--- config.mk ---
export PLATFORM = sky130hd
export DESIGN_NAME = port_e_function_and_pad_control
export DESIGN_NICKNAME = d
export VERILOG_FILES = /design/src/common/port_e_pkg.sv /design/src/port_e_function_and_pad_control.sv
export SDC_FILE = /design/constraint.sdc
export NUM_CORES = 1
export LEC_CHECK = 0
export BUFFER_PORTS_ARGS = -buffer_cell sky130_fd_sc_hd__buf_2
export CORE_MARGIN = 2
export CORE_UTILIZATION = 50
export CTS_CLUSTER_DIAMETER = 100
export DETAILED_ROUTE_END_ITERATION = 6
export GPL_TIMING_DRIVEN = 1
export HOLD_SLACK_MARGIN = 0.08
export PLACE_DENSITY_LB_ADDON = 0.08
export SETUP_SLACK_MARGIN = 0.2
export SLEW_MARGIN = 25
export SYNTH_ARGS = -nofsm -noshare
export SYNTH_HDL_FRONTEND = slang
export SYNTH_SLANG_ARGS = --single-unit
--- constraint.sdc ---
create_clock -name ref_clk -period 3.3 [get_ports ref_clk]
set_input_delay 0.66 -clock ref_clk [delete_from_list [all_inputs] [get_ports ref_clk]]
set_output_delay 0.66 -clock ref_clk [all_outputs]
set_load 0.01 [all_outputs]
--- src/common/port_e_pkg.sv ---
// package: register map, field layouts, reset values and mode encodings of the control-port mux
package port_e_pkg;
    // register byte offsets on the 32-bit bus
    localparam logic [7:0] DirOff   = 8'h00;
    localparam logic [7:0] FselOff  = 8'h04;
    localparam logic [7:0] PullOff  = 8'h08;
    localparam logic [7:0] DriveOff = 8'h0C;

    // bus responses
    localparam logic [1:0] RespOk     = 2'h0;
    localparam logic [1:0] RespDecErr = 2'h3;

    // mode byte (byte lane 1 of the function-select word)
    localparam int unsigned EstrBit = 0;
    localparam int unsigned EmeBit  = 1;
    localparam int unsigned IvisBit = 3;

    // pull-up and drive control fields
    localparam int unsigned HighPortBit = 0;
    localparam int unsigned LowPortBit  = 1;
    localparam int unsigned CtrlPortBit = 4;

    // pin masks of the control port
    localparam logic [7:0] InputOnlyMask = 8'h03;
    localparam logic [7:0] PullableMask  = 8'h8D;
    localparam logic [7:0] AlwaysPullMsk = 8'h02;

    // reset values
    localparam logic [7:0] DirRst       = 8'h00;
    localparam logic [7:0] PullRst      = 8'h00;
    localparam logic [7:0] DriveRst     = 8'h00;
    localparam logic [7:0] ModeBitsRst  = 8'h00;
    localparam logic [7:0] FselRstNorm1 = 8'h90;
    localparam logic [7:0] FselRstSpec1 = 8'h80;
    localparam logic [7:0] FselRstNormX = 8'h80;
    localparam logic [7:0] FselRstSpecX = 8'hAC;

    // operating modes as strapped: bit2 normal, bit0 expanded, bit1 wide when expanded (peripheral when bit1 is set and bit0 and bit2 are clear)
    typedef enum logic [2:0] {
        ModeSpecSingle  = 3'h0,
        ModeSpecExpNar  = 3'h1,
        ModePeriph      = 3'h2,
        ModeSpecExpWide = 3'h3,
        ModeNormSingle  = 3'h4,
        ModeNormExpNar  = 3'h5,
        ModeNormExpWide = 3'h7
    } op_mode_e;

    // function-select register layout
    typedef struct packed {
        logic       dataBusEnableDisable;
        logic       clockGenTestOutEn;
        logic       pipeStatusOutEn;
        logic       busClockPinDisable;
        logic       lowStrobePinEn;
        logic       readWritePinEn;
        logic [1:0] rsvd;
    } fsel_s;
endpackage

--- src/port_e_function_and_pad_control.sv ---
// control-port function select, direction, pull-up and drive logic with an AXI4-Lite slave
//
// Implementation choices: the placing of the registers and the AXI4-Lite interface to the registers.
`timescale 1ns/100ps
module port_e_function_and_pad_control #(
    parameter int unsigned AddrW = 8 // bus address width
) (
    input  wire logic             ref_clk,           // system clock, 100 MHz
    input  wire logic             rst_n,             // synchronous reset, active low
    input  wire logic [AddrW-1:0] s_axi_awaddr,      // write address
    input  wire logic             s_axi_awvalid,     // write address valid
    output logic                  s_axi_awready,     // write address ready
    input  wire logic [31:0]      s_axi_wdata,       // write data
    input  wire logic [3:0]       s_axi_wstrb,       // write byte enables
    input  wire logic             s_axi_wvalid,      // write data valid
    output logic                  s_axi_wready,      // write data ready
    output logic [1:0]            s_axi_bresp,       // write response
    output logic                  s_axi_bvalid,      // write response valid
    input  wire logic             s_axi_bready,      // write response ready
    input  wire logic [AddrW-1:0] s_axi_araddr,      // read address
    input  wire logic             s_axi_arvalid,     // read address valid
    output logic                  s_axi_arready,     // read address ready
    output logic [31:0]           s_axi_rdata,       // read data
    output logic [1:0]            s_axi_rresp,       // read response
    output logic                  s_axi_rvalid,      // read data valid
    input  wire logic             s_axi_rready,      // read data ready
    input  wire logic [2:0]       modePins,          // operating mode straps
    input  wire logic [7:0]       pinIn,             // control-port pad levels
    output logic [7:0]            pinOut,            // control-port pad drive values
    output logic [7:0]            pinOe,             // control-port pad enables
    output logic [7:0]            pinLevel,          // synchronised pad levels
    input  wire logic [7:0]       gpioOut,           // port data register value
    output logic [7:0]            pullEnE,           // control-port pull-ups
    output logic [7:0]            pullEnA,           // high wide-port pull-ups
    output logic [7:0]            pullEnB,           // low wide-port pull-ups
    input  wire logic [7:0]       portADir,          // high wide-port directions
    input  wire logic [7:0]       portBDir,          // low wide-port directions
    output logic                  lowDriveE,         // control-port reduced drive
    output logic                  lowDriveA,         // high wide-port reduced drive
    output logic                  lowDriveB,         // low wide-port reduced drive
    input  wire logic             dataEnableOut,     // data enable from bus logic
    input  wire logic             busClk,            // bus clock from bus logic
    input  wire logic             rdWr,              // read/write from bus logic
    input  wire logic             lowByteStrobe,     // low-byte strobe from bus logic
    input  wire logic [1:0]       pipeStatus,        // instruction queue state
    input  wire logic             clockGenTest,      // clock generator test signal
    input  wire logic             tagEnable,         // debug instruction tagging on
    output logic                  lowByteTagInput,   // low-byte tag seen at clock fall
    output logic                  emulateCtrlPort    // port registers are external
);

    // two-flop synchronisers for straps and pads
    logic [2:0] modeMeta_q;
    logic [2:0] modeSync_q;
    logic [7:0] pinMeta_q;
    logic [7:0] pinSync_q;
    always_ff @(posedge ref_clk) begin
        modeMeta_q <= modePins;
        modeSync_q <= modeMeta_q;
        pinMeta_q  <= pinIn;
        pinSync_q  <= pinMeta_q;
    end

    // unused strap code falls back to normal single-chip
    function automatic port_e_pkg::op_mode_e decodeMode(input logic [2:0] raw);
        decodeMode = (raw == 3'h6) ? port_e_pkg::ModeNormSingle : port_e_pkg::op_mode_e'(raw);
    endfunction

    // mode-dependent reset value of the function select
    function automatic logic [7:0] fselReset(input port_e_pkg::op_mode_e m);
        unique case (m)
            port_e_pkg::ModeSpecSingle:  fselReset = port_e_pkg::FselRstSpec1;
            port_e_pkg::ModeNormExpNar,
            port_e_pkg::ModeNormExpWide: fselReset = port_e_pkg::FselRstNormX;
            port_e_pkg::ModeSpecExpNar,
            port_e_pkg::ModeSpecExpWide: fselReset = port_e_pkg::FselRstSpecX;
            default:                     fselReset = port_e_pkg::FselRstNorm1;
        endcase
    endfunction

    // one-hot select of dir, fsel, pull, drive; zero when absent from the map
    function automatic logic [3:0] regSel(input logic [AddrW-1:0] a,
                                          input logic periph,
                                          input logic dirGone);
        logic [7:0] w;
        w = 8'(a) & 8'hFC;
        regSel[0] = (w == port_e_pkg::DirOff) && !dirGone;
        regSel[1] = (w == port_e_pkg::FselOff) && !periph;
        regSel[2] = (w == port_e_pkg::PullOff) && !periph;
        regSel[3] = (w == port_e_pkg::DriveOff) && !periph;
    endfunction

    port_e_pkg::op_mode_e opMode_q;
    port_e_pkg::fsel_s    fsel_q;
    port_e_pkg::fsel_s    fsel_d;
    port_e_pkg::fsel_s    wFsel;
    logic [7:0]           dir_q;
    logic [7:0]           pull_q;
    logic [7:0]           drive_q;
    logic                 internal_visibility_q;
    logic                 eme_q;
    logic                 clock_stretch_select_q;
    logic                 fselOnce_q;
    logic                 eclkOnce_q;
    logic                 driveOnce_q;

    // mode flags
    wire isSpecial  = !opMode_q[2];
    wire isSingle   = (opMode_q[1:0] == 2'b00);
    wire isExpanded = opMode_q[0];
    wire isPeriph   = (opMode_q == port_e_pkg::ModePeriph);
    wire dirGone    = isPeriph || (isExpanded && eme_q);

    // bus write and read channel state
    logic             awHeld_q;
    logic             wHeld_q;
    logic [AddrW-1:0] awAddr_q;
    logic [31:0]      wData_q;
    logic [3:0]       wStrb_q;
    logic             bvalid_q;
    logic [1:0]       bresp_q;
    logic             rvalid_q;
    logic [31:0]      rdata_q;
    logic [1:0]       rresp_q;

    // write decode and lock qualification
    wire [3:0] wSel    = regSel(awAddr_q, isPeriph, dirGone);
    wire       doWrite = awHeld_q && wHeld_q && !bvalid_q;
    wire       wrDir   = doWrite && wSel[0] && wStrb_q[0];
    wire       wrFsel  = doWrite && wSel[1] && wStrb_q[0];
    wire       wrMode  = doWrite && wSel[1] && wStrb_q[1];
    wire       wrPull  = doWrite && wSel[2] && wStrb_q[0];
    wire       wrDrive = doWrite && wSel[3] && wStrb_q[0];
    wire       onceOk  = isSpecial ? fselOnce_q : !fselOnce_q;
    wire       driveOk = isSpecial ? driveOnce_q : !driveOnce_q;
    wire       eclkOk  = !isExpanded && (isSpecial || !eclkOnce_q);
    assign wFsel = port_e_pkg::fsel_s'(wData_q[7:0]);

    // next function select: lock-qualified fields, clock-disable forced low when expanded
    always_comb begin
        fsel_d = fsel_q;
        if (wrFsel && onceOk) begin
            fsel_d.dataBusEnableDisable = wFsel.dataBusEnableDisable;
            fsel_d.clockGenTestOutEn    = wFsel.clockGenTestOutEn;
            fsel_d.pipeStatusOutEn      = wFsel.pipeStatusOutEn;
            fsel_d.lowStrobePinEn       = wFsel.lowStrobePinEn;
            fsel_d.readWritePinEn       = wFsel.readWritePinEn;
        end
        if (wrFsel && eclkOk) begin
            fsel_d.busClockPinDisable = wFsel.busClockPinDisable;
        end
        if (isExpanded) begin
            fsel_d.busClockPinDisable = 1'b0;
        end
        fsel_d.rsvd = 2'b00;
    end

    // mode capture and control registers; locks clear only by reset
    always_ff @(posedge ref_clk) begin
        if (!rst_n) begin
            opMode_q    <= decodeMode(modeSync_q);
            fsel_q      <= port_e_pkg::fsel_s'(fselReset(decodeMode(modeSync_q)));
            dir_q       <= port_e_pkg::DirRst;
            pull_q      <= port_e_pkg::PullRst;
            drive_q     <= port_e_pkg::DriveRst;
            internal_visibility_q      <= port_e_pkg::ModeBitsRst[port_e_pkg::IvisBit];
            eme_q       <= port_e_pkg::ModeBitsRst[port_e_pkg::EmeBit];
            clock_stretch_select_q      <= port_e_pkg::ModeBitsRst[port_e_pkg::EstrBit];
            fselOnce_q  <= 1'b0;
            eclkOnce_q  <= 1'b0;
            driveOnce_q <= 1'b0;
        end else begin
            fsel_q <= fsel_d;
            if (wrDir) begin
                dir_q <= wData_q[7:0] & ~port_e_pkg::InputOnlyMask;
            end
            if (wrMode) begin
                internal_visibility_q <= wData_q[8 + port_e_pkg::IvisBit];
                eme_q  <= wData_q[8 + port_e_pkg::EmeBit];
                clock_stretch_select_q <= wData_q[8 + port_e_pkg::EstrBit];
            end
            if (wrPull) begin
                pull_q <= wData_q[7:0];
            end
            if (wrDrive && driveOk) begin
                drive_q <= wData_q[7:0];
            end
            if (wrFsel) begin
                fselOnce_q <= 1'b1;
                eclkOnce_q <= 1'b1;
            end
            if (wrDrive) begin
                driveOnce_q <= 1'b1;
            end
        end
    end

    // write channel: address and data taken in either order, response after both
    assign s_axi_awready = !awHeld_q && !bvalid_q;
    assign s_axi_wready  = !wHeld_q && !bvalid_q;
    always_ff @(posedge ref_clk) begin
        if (!rst_n) begin
            awHeld_q <= 1'b0;
            wHeld_q  <= 1'b0;
            awAddr_q <= '0;
            wData_q  <= 32'h0000_0000;
            wStrb_q  <= 4'h0;
            bvalid_q <= 1'b0;
            bresp_q  <= port_e_pkg::RespOk;
        end else begin
            if (s_axi_awvalid && s_axi_awready) begin
                awHeld_q <= 1'b1;
                awAddr_q <= s_axi_awaddr;
            end
            if (s_axi_wvalid && s_axi_wready) begin
                wHeld_q <= 1'b1;
                wData_q <= s_axi_wdata;
                wStrb_q <= s_axi_wstrb;
            end
            if (doWrite) begin
                awHeld_q <= 1'b0;
                wHeld_q  <= 1'b0;
                bvalid_q <= 1'b1;
                bresp_q  <= (|wSel) ? port_e_pkg::RespOk : port_e_pkg::RespDecErr;
            end else if (bvalid_q && s_axi_bready) begin
                bvalid_q <= 1'b0;
            end
        end
    end
    assign s_axi_bvalid = bvalid_q;
    assign s_axi_bresp  = bresp_q;

    // read decode and readback mux
    wire [3:0]  rSel     = regSel(s_axi_araddr, isPeriph, dirGone);
    wire [7:0]  modeByte = {4'h0, internal_visibility_q, 1'b0, eme_q, clock_stretch_select_q} &
                           8'((1 << port_e_pkg::IvisBit) | (1 << port_e_pkg::EmeBit) |
                              (1 << port_e_pkg::EstrBit));
    wire [31:0] rdValue  = ({32{rSel[0]}} & {24'h00_0000, dir_q}) |
                           ({32{rSel[1]}} & {16'h0000, modeByte, 8'(fsel_q)}) |
                           ({32{rSel[2]}} & {24'h00_0000, pull_q}) |
                           ({32{rSel[3]}} & {24'h00_0000, drive_q});

    // read channel: one read at a time, data one cycle after the address
    assign s_axi_arready = !rvalid_q;
    always_ff @(posedge ref_clk) begin
        if (!rst_n) begin
            rvalid_q <= 1'b0;
            rdata_q  <= 32'h0000_0000;
            rresp_q  <= port_e_pkg::RespOk;
        end else if (s_axi_arvalid && s_axi_arready) begin
            rvalid_q <= 1'b1;
            rdata_q  <= rdValue;
            rresp_q  <= (|rSel) ? port_e_pkg::RespOk : port_e_pkg::RespDecErr;
        end else if (s_axi_rready) begin
            rvalid_q <= 1'b0;
        end
    end
    assign s_axi_rvalid = rvalid_q;
    assign s_axi_rdata  = rdata_q;
    assign s_axi_rresp  = rresp_q;

    // alternate function enables per pin
    wire pipeOn = fsel_q.pipeStatusOutEn && !isSingle;
    wire cgmOn  = fsel_q.clockGenTestOutEn && isSpecial && !isSingle && !pipeOn;
    wire clkOn  = isExpanded ||
                  (isSingle && !fsel_q.busClockPinDisable && (internal_visibility_q || !clock_stretch_select_q));
    wire strbOn = fsel_q.lowStrobePinEn && !isSingle &&
                  (opMode_q != port_e_pkg::ModeNormExpNar);
    wire rwOn   = fsel_q.readWritePinEn && !isSingle;
    wire dbeOn  = !fsel_q.dataBusEnableDisable;
    wire [7:0] altOn  = {dbeOn, pipeOn | cgmOn, pipeOn, clkOn, strbOn, rwOn, 2'b00};
    wire [7:0] altVal = {dataEnableOut, pipeOn ? pipeStatus[1] : clockGenTest, pipeStatus[0],
                         busClk, lowByteStrobe, rdWr, 2'b00};
    wire [7:0] gpioOe = dir_q & ~altOn & ~port_e_pkg::InputOnlyMask;

    // pad drive: alternate function overrides direction
    assign pinOe    = altOn | gpioOe;
    assign pinOut   = (altOn & altVal) | (gpioOe & gpioOut);
    assign pinLevel = pinSync_q;

    // pull-ups only on inputs; wide ports lose them while they carry the bus
    assign pullEnE = ({8{pull_q[port_e_pkg::CtrlPortBit]}} & port_e_pkg::PullableMask & ~pinOe) |
                     port_e_pkg::AlwaysPullMsk;
    assign pullEnA = {8{pull_q[port_e_pkg::HighPortBit] && !isExpanded}} & ~portADir;
    assign pullEnB = {8{pull_q[port_e_pkg::LowPortBit] && !isExpanded}} & ~portBDir;

    // reduced drive applies to whole ports whatever the pin function
    assign lowDriveE = drive_q[port_e_pkg::CtrlPortBit];
    assign lowDriveA = drive_q[port_e_pkg::HighPortBit];
    assign lowDriveB = drive_q[port_e_pkg::LowPortBit];
    assign emulateCtrlPort = isExpanded && eme_q;

    // low-byte tag sampled at the falling edge of the bus clock
    logic busClkPrev_q;
    logic tag_q;
    wire  tagOn = strbOn && isSpecial && isExpanded && tagEnable;
    always_ff @(posedge ref_clk) begin
        if (!rst_n) begin
            busClkPrev_q <= 1'b0;
            tag_q        <= 1'b0;
        end else begin
            busClkPrev_q <= busClk;
            if (busClkPrev_q && !busClk) begin
                tag_q <= tagOn && !pinSync_q[3];
            end
        end
    end
    assign lowByteTagInput = tag_q;
endmodule

==> results of run 1 <==
-- worst register-to-register path, delay by kind of cell, from the launching register on --
family / cells / cell delay [ns]
DFF: 1 / 0.67
muxes: 1 / 0.25
buffers and inverters: 1 / 0.21
and+or+nand+nor: 3 / 0.96
-- layout make-up --
cell class	instances	area [um^2]	area share (%)
Inverter	15	56.3	1.16
Clock buffer	9	124	2.56
Timing Repair Buffer	140	708	14.6
Tap cell	102	128	2.64
Clock inverter	7	60.1	1.24
Multi-Input combinational cell	318	1750	36.2
Sequential cell	96	2010	41.6
-- path summary, 6_finish.rpt --
| path | slack (ns) | end | start |
|---|---|---|---|
| hold reg to reg | 0.33 | modeSync_q[2]$_DFF_P_ | modeMeta_q[2]$_DFF_P_ |
| setup reg to reg | 1.14 | pull_q[2]$_SDFFE_PN0P_ | opMode_q[0]$_DFFE_PN_ |
| hold / removal | 0.33 | modeSync_q[2]$_DFF_P_ | modeMeta_q[2]$_DFF_P_ |
| setup / recovery | 0.70 | pinOut[6] | opMode_q[0]$_DFFE_PN_ |
-- logic make-up (layout without fill, tap and decap cells) --
family	Yosys count	in the layout	share of synthesized area, %
AOI/OAI and AO/OA	68	68	9.58
xor gates and xnor gates	1	1	0.216
adders and majority gates	1	1	0.308
buffers and inverters	72	171	9.86
DFF	96	96	49.5
muxes	35	35	8.69
other	2	29	0.185
and+or+nand+nor	184	184	21.6
-- power by group through the flow --
stage | Sequential [mW] | Clock [mW] | Combinational (mW)
2_1_floorplan | 1.28 | 0 | 0.165
3_3_place_gp | 1.29 | 0 | 0.233
3_5_place_dp | 1.29 | 0 | 0.237
4_1_cts | 1.26 | 0.730 | 0.238
5_1_grt | 1.27 | 0.783 | 0.267
6_report | 1.26 | 0.715 | 0.236
-- cell usage after synthesis (all sizes together), types with 4 or more instances --
cell    instances
nor2b          10
nand2          89
a21oi          37
inv            14
edfxtp          9
nor2           39
clkbuf         21
a221o           6
dfxtp          87
buf            36
mux2i          33
nand3          16
nand2b         11
o21ai          17
nand4           4
-- sequential cells by signal, summed over array words and instances (netlist names), 3 cells and up --
register	count
wData_q	11
pinMeta_q	8
dir_q	6
drive_q	8
s_axi_rdata	11
pinLevel	8
awAddr_q	6
pull_q	8
fsel_q	6
modeMeta_q	3
opMode_q	3
modeSync_q	3
-- layer usage --
layer	up-vias	track usage (%)	wire length [um]
met5	-	0	0
met2	132	38.5	4690
met3	9	5.54	612
li1	1707	-	-
met1	1542	27.6	4230
met4	0	5.80	108
-- per-stage QoR --
| step | util, % | worst slack (ns) |
|---|---|---|
| finish | 62.0 | 0.701 |
| global route | 62.0 | 0.486 |
| CTS | 62.0 | 0.669 |
| detailed placement | 59.6 | 1.06 |
| global placement | 59.6 | 1.09 |
| floorplan | - | 1.28 |
==> run metrics, run 1 <==
status complete, no violations; commonest non-fill, non-tap cell in the layout buf_2; dominant cell type by area after synthesis dfxtp_1; post-synthesis cell area 4060 um^2; post-synthesis sequential area ratio 49.5%; Seq pwr share 57.0%; VDD IR-drop max 0.301 mV; FF+latch count, synth 96; EDFF count, synth 9; Psw 604 uW; Max-Cap Viols 0; Pwr Total 2.21 mW; hold depth 0; final setup fails 0; Fillers 728; Finished Cell Area 4840 um^2; Tcrit/Tclk final 78.8%; Mean Syn Cell Area 8.85 um^2; clock network power share 32.3%; Resized Gates After CTS 0; RSZ-0062 raised after global routing false; synth warn 0; CP Max Fanout 12; Starting Density 52.0%; largest net degree at the start of global routing 50; CP Data Required Time 2.64 ns; GPL Wtd Cong 0.776; Fin Setup TNS 0 ns; Post-synth top flop dfxtp_1; DRT Wirelength 9640 um; Top cell by count, worst path o21ai_0; TritonCTS buffer count 9; CP Depth 4; # rows 32; internal power 1.61 mW; combinational share of power 10.7%; Least-Margin Pin Slew 0.827 ns; gr usage total 22.2%; CP Cell Sequence o21ai_0 > mux2i_1 > o21ai_0 > buf_2; R2R cell count 5; Worst Setup Path Type flip-flop to primary output; TritonCTS clock tree done; Slew Limit Headroom 44.7%; first-pass GRT wire length 15,000 um; CP top delay family flip-flops; H-tree depth 3; CTS clk-pin slew, worst paths 0.09 ns; Final #Nets 683; post-layout min period 2.60 ns; Post-CTS Setup Bufs 0; Die H 94.1 um; placed cells 671; largest cells by area after synthesis dfxtp_1, nand2_1, mux2i_1, edfxtp_1, buf_4; antenna viol nets, final 0; biggest cell delay along the critical path 0.62 ns; DP Wirelength 7340 um; clock latency on the worst-skew pair 0.36 ns; Max Clk Rate 385 MHz; ANT cells 0; endpoints failing hold 0; Critical Path End Type primary output; FFs w/ async S/R, synth 0%; clock sink total 96; Worst Skew 0.0122 ns; Pwr Density 457 nW/um^2; fin cells 687; post-synth cell types 43; Synth Instances 459; Yosys top cell area share 42.9%; Critical Path AT 1.94 ns; Sw Share 27.3%; Via density 4.93; initial antenna violation count 0; Placed Instance Area 4650 um^2; Buffers & Inverters on Critical Path 1; Pre-antenna DRT Iters 4; Max clock buf depth 2; average wire per standard cell 14.0 um; hold_ws 0.334 ns; 1st-iter DRT viols 181; Leakage Power 2.33 nW; CP Launch Type flip-flop; CTS root buf clkbuf_8; hold_buf cts 0; hold crit path type flip-flop to flip-flop; global route overflow 0; synth-to-layout area growth 19.1%; Core ar. 7810 um^2; commonest cells after routing, fill and taps aside buf_2, nand2_1, dfxtp_1, nor2_1, a21oi_1; die area 8860 um^2; Residual DRC 0; Port Buffers 137; vias in the first global route 3,106; Final Max Tran Viols 0; die width 94.1 um; I/O pin total 196; slowest CP cell edfxtp_1; ratio of cells with drive above 1 in the final layout 28.0%; vias 3,390
(Power assumes the default switching activity.)
==> inputs of run 2 (changes only) <==
--- a/config.mk
+++ b/config.mk
@@ -7,7 +7,7 @@
 export LEC_CHECK = 0
 export BUFFER_PORTS_ARGS = -buffer_cell sky130_fd_sc_hd__buf_2
 export CORE_MARGIN = 2
-export CORE_UTILIZATION = 50
+export CORE_UTILIZATION = 46
 export CTS_CLUSTER_DIAMETER = 100
 export DETAILED_ROUTE_END_ITERATION = 6
 export GPL_TIMING_DRIVEN = 1
==> constraint.sdc (replaced) <==
create_clock -name ref_clk -period 2.6 [get_ports ref_clk]
set_input_delay 0.52 -clock ref_clk [delete_from_list [all_inputs] [get_ports ref_clk]]
set_output_delay 0.52 -clock ref_clk [all_outputs]
set_load 0.01 [all_outputs]
==> run 2 against run 1 <==
Net effect:
- first-iteration DRC count down 18%
- worst setup slack worse by 0.30 ns
- combinational power up 29%
- highest routed layer unchanged
- sequential share of layout area down 0.30 points
- largest cell class unchanged
- largest power group unchanged
==> run metrics, run 2 (synthesized netlist as in run 1, its figures left out) <==
status complete, no violations (unchanged); final setup fails 0 (unchanged); VDD IR-drop max 0.373 mV (was 0.301 mV); clock latency on the worst-skew pair 0.35 ns (was 0.36 ns); Core ar. 8640 um^2 (was 7810 um^2); CP top delay family buffers and inverters (was flip-flops); hold_buf cts 0 (unchanged); DRT Wirelength 9400 um (was 9640 um); Slew Limit Headroom 45.3% (was 44.7%); hold_ws 0.262 ns (was 0.334 ns); vias in the first global route 3,107 (was 3,106); Critical Path AT 1.68 ns (was 1.94 ns); Port Buffers 137 (unchanged); die width 98.0 um (was 94.1 um); CTS root buf clkbuf_8 (unchanged); 1st-iter DRT viols 148 (was 181); CP Launch Type flip-flop (unchanged); Worst Setup Path Type flip-flop to primary output (unchanged); CP Data Required Time 2.08 ns (was 2.64 ns); Max clock buf depth 2 (unchanged); ANT cells 0 (unchanged); Pre-antenna DRT Iters 4 (unchanged); synth-to-layout area growth 20.0% (was 19.1%); Fillers 870 (was 728); RSZ-0062 raised after global routing false (unchanged); DP Wirelength 6910 um (was 7340 um); Critical Path Start opMode_q[0]$_DFFE_PN_ (unchanged); reg2reg start opMode_q[0]$_DFFE_PN_ (unchanged); GPL Wtd Cong 0.802 (was 0.776); commonest non-fill, non-tap cell in the layout buf_2 (unchanged); H-tree depth 3 (unchanged); Pwr Density 589 nW/um^2 (was 457 nW/um^2); Pwr Total 2.87 mW (was 2.21 mW); gr usage total 19.5% (was 22.2%); largest net degree at the start of global routing 50 (unchanged); Final Max Tran Viols 0 (unchanged); Max-Cap Viols 0 (unchanged); hold crit path type input pin to flip-flop (was flip-flop to flip-flop); fin cells 695 (was 687); Leakage Power 2.35 nW (was 2.33 nW); vias 3,366 (was 3,390); Buffers & Inverters on Critical Path 3 (was 1); endpoints failing hold 0 (unchanged); initial antenna violation count 0 (unchanged); Final #Nets 685 (was 683); # rows 34 (was 32); Critical Path End Type primary output (unchanged); I/O pin total 196 (unchanged); post-layout min period 2.20 ns; TritonCTS buffer count 9 (unchanged); slowest CP cell edfxtp_1 (unchanged); first-pass GRT wire length 15,200 um (was 15,000 um); Tcrit/Tclk final 84.7%; CP Cell Sequence buf_4 > nand2_1 > inv_1 > buf_2 (was o21ai_0 > mux2i_1 > o21ai_0 > buf_2); placed cells 677 (was 671); global route overflow 0 (unchanged); antenna viol nets, final 0 (unchanged); Starting Density 47.0% (was 52.0%); ratio of cells with drive above 1 in the final layout 27.9% (was 28.0%); CTS clk-pin slew, worst paths 0.09 ns (about the same); CP Max Fanout 8 (was 12); Residual DRC 0 (unchanged); TritonCTS clock tree done (unchanged); Worst Skew 0.0112 ns (was 0.0122 ns); die area 9600 um^2 (was 8860 um^2); average wire per standard cell 13.5 um (was 14.0 um); Fin Setup TNS 0 ns (unchanged); Max Clk Rate 454 MHz; Die H 98.0 um (was 94.1 um); commonest cells after routing, fill and taps aside buf_2, nand2_1, dfxtp_1, nor2_1, a21oi_1 (unchanged); min-delay src modePins[1] (was modeMeta_q[2]$_DFF_P_); Via density 4.84 (was 4.93); biggest cell delay along the critical path 0.51 ns (was 0.62 ns); clock sink total 96 (unchanged); Least-Margin Pin Slew 0.819 ns (was 0.827 ns)
[run 2: changes by cell type in the layout (fill, tap and decap cells not counted), moves of 2 or more]
cell	previous run	this run
buf_4	3	5
o21ai_0	17	15
o21ai_1	0	2
clkinv_4	2	0
inv_6	4	1
[run 2: power breakdown]
part           leakage [nW]  internal [mW]  switching [mW]
Combinational          1.44          0.122           0.182
Sequential            0.806           1.56          0.0416
Clock                0.0974          0.470           0.498
[run 2: path summary, 6_finish.rpt]
path	depth (start not counted)	endpoint	slack, ns
setup / recovery	4	emulateCtrlPort	0.40
hold / removal	1	modeMeta_q[1]$_DFF_P_	0.26
setup reg to reg	6	pull_q[4]$_SDFFE_PN0P_	0.46
hold reg to reg	0	pinLevel[2]$_DFF_P_	0.33
[run 2: final cells by class]
cell class                      count  area [um^2]  area share, %
Multi-Input combinational cell    318         1750           35.9
Timing Repair Buffer              142          723           14.8
Clock buffer                       11          141           2.90
Clock inverter                      5         55.1           1.13
Tap cell                          108          135           2.77
Sequential cell                    96         2010           41.3
Inverter                           15         56.3           1.16
[run 2: routing by layer]
| metal | vias to the layer above | wire length (um) | global-route usage (%) |
|---|---|---|---|
| met2 | 140 | 4150 | 30.3 |
| met1 | 1500 | 4470 | 27.8 |
| met4 | 0 | 112 | 5.66 |
| li1 | 1714 | - | - |
| met5 | - | 0 | 0 |
| met3 | 12 | 665 | 3.58 |
[run 2: metrics by stage]
| step | cell area (um^2) | utilization [%] | setup WS [ns] |
|---|---|---|---|
| after floorplan | 4160 | - | 0.722 |
| after global placement | 4660 | 54.0 | 0.529 |
| after detailed placement | 4660 | 54.0 | 0.429 |
| after CTS | 4860 | 56.3 | 0.268 |
| after global routing | 4870 | 56.4 | 0.254 |
| final | 4870 | 56.4 | 0.397 |
[run 2: what timing repair did]
item / CTS / global route
pin swaps: 0 / 0
setup buffers: 0 / 2
gates resized for setup: 2 / 0
endpoints found under the setup margin: 3 / 3
hold endpoints to repair: 0 / 0
==> inputs of run 3 (changes only) <==
==> constraint.sdc (replaced) <==
create_clock -name ref_clk -period 2.1 [get_ports ref_clk]
set_input_delay 0.42 -clock ref_clk [delete_from_list [all_inputs] [get_ports ref_clk]]
set_output_delay 0.42 -clock ref_clk [all_outputs]
set_load 0.01 [all_outputs]
==> run 3 against run 2 <==
Net effect:
- register-to-register slack got worse by 0.23 ns
- clock skew rose by 0.0018 ns
- worst setup slack got worse by 0.30 ns
- sequential power rose by 24%
- non-clock buffer count rose by 14
- combinational power rose by 35%
- largest cell class unchanged
- global-route usage rose by 0.17 points
- final area rose by 4.7%
==> run metrics, run 3 (synthesized netlist as in run 1, its figures left out) <==
status complete, no violations (unchanged); internal power 2.68 mW (was 2.15 mW); Port Buffers 137 (unchanged); first-pass GRT wire length 15,300 um (was 15,200 um); DP Wirelength 7070 um (was 6910 um); I/O pin total 196 (unchanged); clock sink total 96 (unchanged); Residual DRC 0 (unchanged); commonest non-fill, non-tap cell in the layout buf_2 (unchanged); Fillers 779 (was 870); Worst Skew 0.0131 ns (was 0.0112 ns); vias 3,429 (was 3,366); reg2reg start opMode_q[0]$_DFFE_PN_ (unchanged); Final #Nets 699 (was 685); synth-to-layout area growth 25.7% (was 20.0%); average wire per standard cell 13.4 um (was 13.5 um); Pre-antenna DRT Iters 4 (unchanged); final setup fails 0 (unchanged); Final Max Tran Viols 0 (unchanged); Pwr Density 700 nW/um^2 (was 589 nW/um^2); Core ar. 8640 um^2 (unchanged); Via density 4.84 (about the same); Leakage Power 2.43 nW (was 2.35 nW); Critical Path AT 1.58 ns (was 1.68 ns); TritonCTS buffer count 9 (unchanged); clock network power share 33.2% (was 33.8%); 1st-iter DRT viols 146 (was 148); VDD IR-drop max 0.429 mV (was 0.373 mV); Critical Path Start opMode_q[1]$_DFFE_PN_ (was opMode_q[0]$_DFFE_PN_); clock latency on the worst-skew pair 0.36 ns (was 0.35 ns); # rows 34 (unchanged); GPL Wtd Cong 0.810 (was 0.802); endpoints failing hold 0 (unchanged); initial antenna violation count 0 (unchanged); CTS clk-pin slew, worst paths 0.09 ns (about the same); Fin Setup TNS 0 ns (unchanged); largest net degree at the start of global routing 30 (was 50); gr usage total 19.6% (was 19.5%); Finished Cell Area 5100 um^2 (was 4870 um^2); Psw 896 uW (was 721 uW); ANT cells 0 (unchanged); combinational share of power 11.5% (was 10.6%); antenna viol nets, final 0 (unchanged); CP Data Required Time 1.68 ns (was 2.08 ns); RSZ-0062 raised after global routing true (was false); Max clock buf depth 2 (unchanged); DRT Wirelength 9490 um (was 9400 um); Pwr Total 3.58 mW (was 2.87 mW); Placed Instance Area 4730 um^2 (was 4660 um^2); CP Max Fanout 6 (was 8); CTS root buf clkbuf_8 (unchanged); ratio of cells with drive above 1 in the final layout 32.3% (was 27.9%); vias in the first global route 3,132 (was 3,107); Worst Setup Path Type flip-flop to primary output (unchanged); Max-Cap Viols 0 (unchanged); Sw Share 25.1% (about the same); TritonCTS clock tree done (unchanged); Die H 98.0 um (unchanged); commonest cells after routing, fill and taps aside buf_2, nand2_1, dfxtp_1, a21oi_1, mux2i_1 (was buf_2, nand2_1, dfxtp_1, nor2_1, a21oi_1); hold crit path type input pin to flip-flop (unchanged); die width 98.0 um (unchanged); global route overflow 0 (unchanged); post-layout min period 2.00 ns; min-delay src modePins[1] (unchanged); Max Clk Rate 499 MHz; Starting Density 47.0% (unchanged); CP Launch Type flip-flop (unchanged); Tcrit/Tclk final 95.5%; H-tree depth 3 (unchanged); die area 9600 um^2 (unchanged); Seq pwr share 55.3% (was 55.7%); Critical Path End Type primary output (unchanged)
## run 3: final cells by class
class / count / area (um^2) / share of cell area [%]
repair buffers: 156 / 875 / 17.1
flip-flops and latches: 96 / 2010 / 39.4
inverters: 15 / 56.3 / 1.10
well taps: 108 / 135 / 2.65
clock inverters: 5 / 56.3 / 1.10
multi-input cells: 318 / 1830 / 35.8
clock buffers: 11 / 141 / 2.77
## run 3: what timing repair did
item                                    4_1_cts  5_1_grt
hold buffers                                  0        0
endpoints found under the setup margin       23       31
pin swaps                                     2        5
gates resized for setup                      13       20
buffers inserted                              2        5
## run 3: final timing paths
check | endpoint | slack (ns) | depth (start not counted)
setup / recovery | pinOut[6] | 0.1 | 5
hold / removal | modeMeta_q[1]$_DFF_P_ | 0.17 | 1
setup reg to reg | fsel_q[4]$_DFFE_PP_ | 0.23 | 7
hold reg to reg | pinLevel[5]$_DFF_P_ | 0.33 | 0
## run 3: per-layer routing
metal / wire length, um / vias to the layer above / part of all wire [%] / GRT usage [%]
li1: - / 1745 / - / -
met1: 4380 / 1536 / 46 / 27.5
met2: 4340 / 140 / 46 / 31.1
met3: 684 / 8 / 7.2 / 3.36
met4: 87 / 0 / 0.92 / 6.20
met5: 0 / - / 0 / 0
## run 3: power by group through the flow
stage                     sequential [mW]  combinational [mW]  clock, mW
after floorplan                      2.02               0.259          0
after global routing                 1.99               0.456       1.29
after CTS                            1.98               0.395       1.22
final                                1.98               0.410       1.19
after global placement               2.02               0.376          0
after detailed placement             2.02               0.381          0
## run 3: worst max-delay path: stages (launching register included)
cell and delay [ns]:
edfxtp_1 0.52, o21ai_2 0.20, buf_6 0.13, mux2i_1 0.17, o21ai_1 0.07, buf_2 0.14
## run 3: per-stage QoR
step           cells  hold WS [ns]  setup slack [ns]  utilization (%)
2_1_floorplan    486         0.310             0.322                -
3_3_place_gp     686         0.310             0.242             54.8
3_5_place_dp     686         0.312             0.239             54.8
4_1_cts          704         0.150             0.109             57.6
5_1_grt          709         0.149            0.0197             59.1
6_report         709         0.166            0.0952             59.1
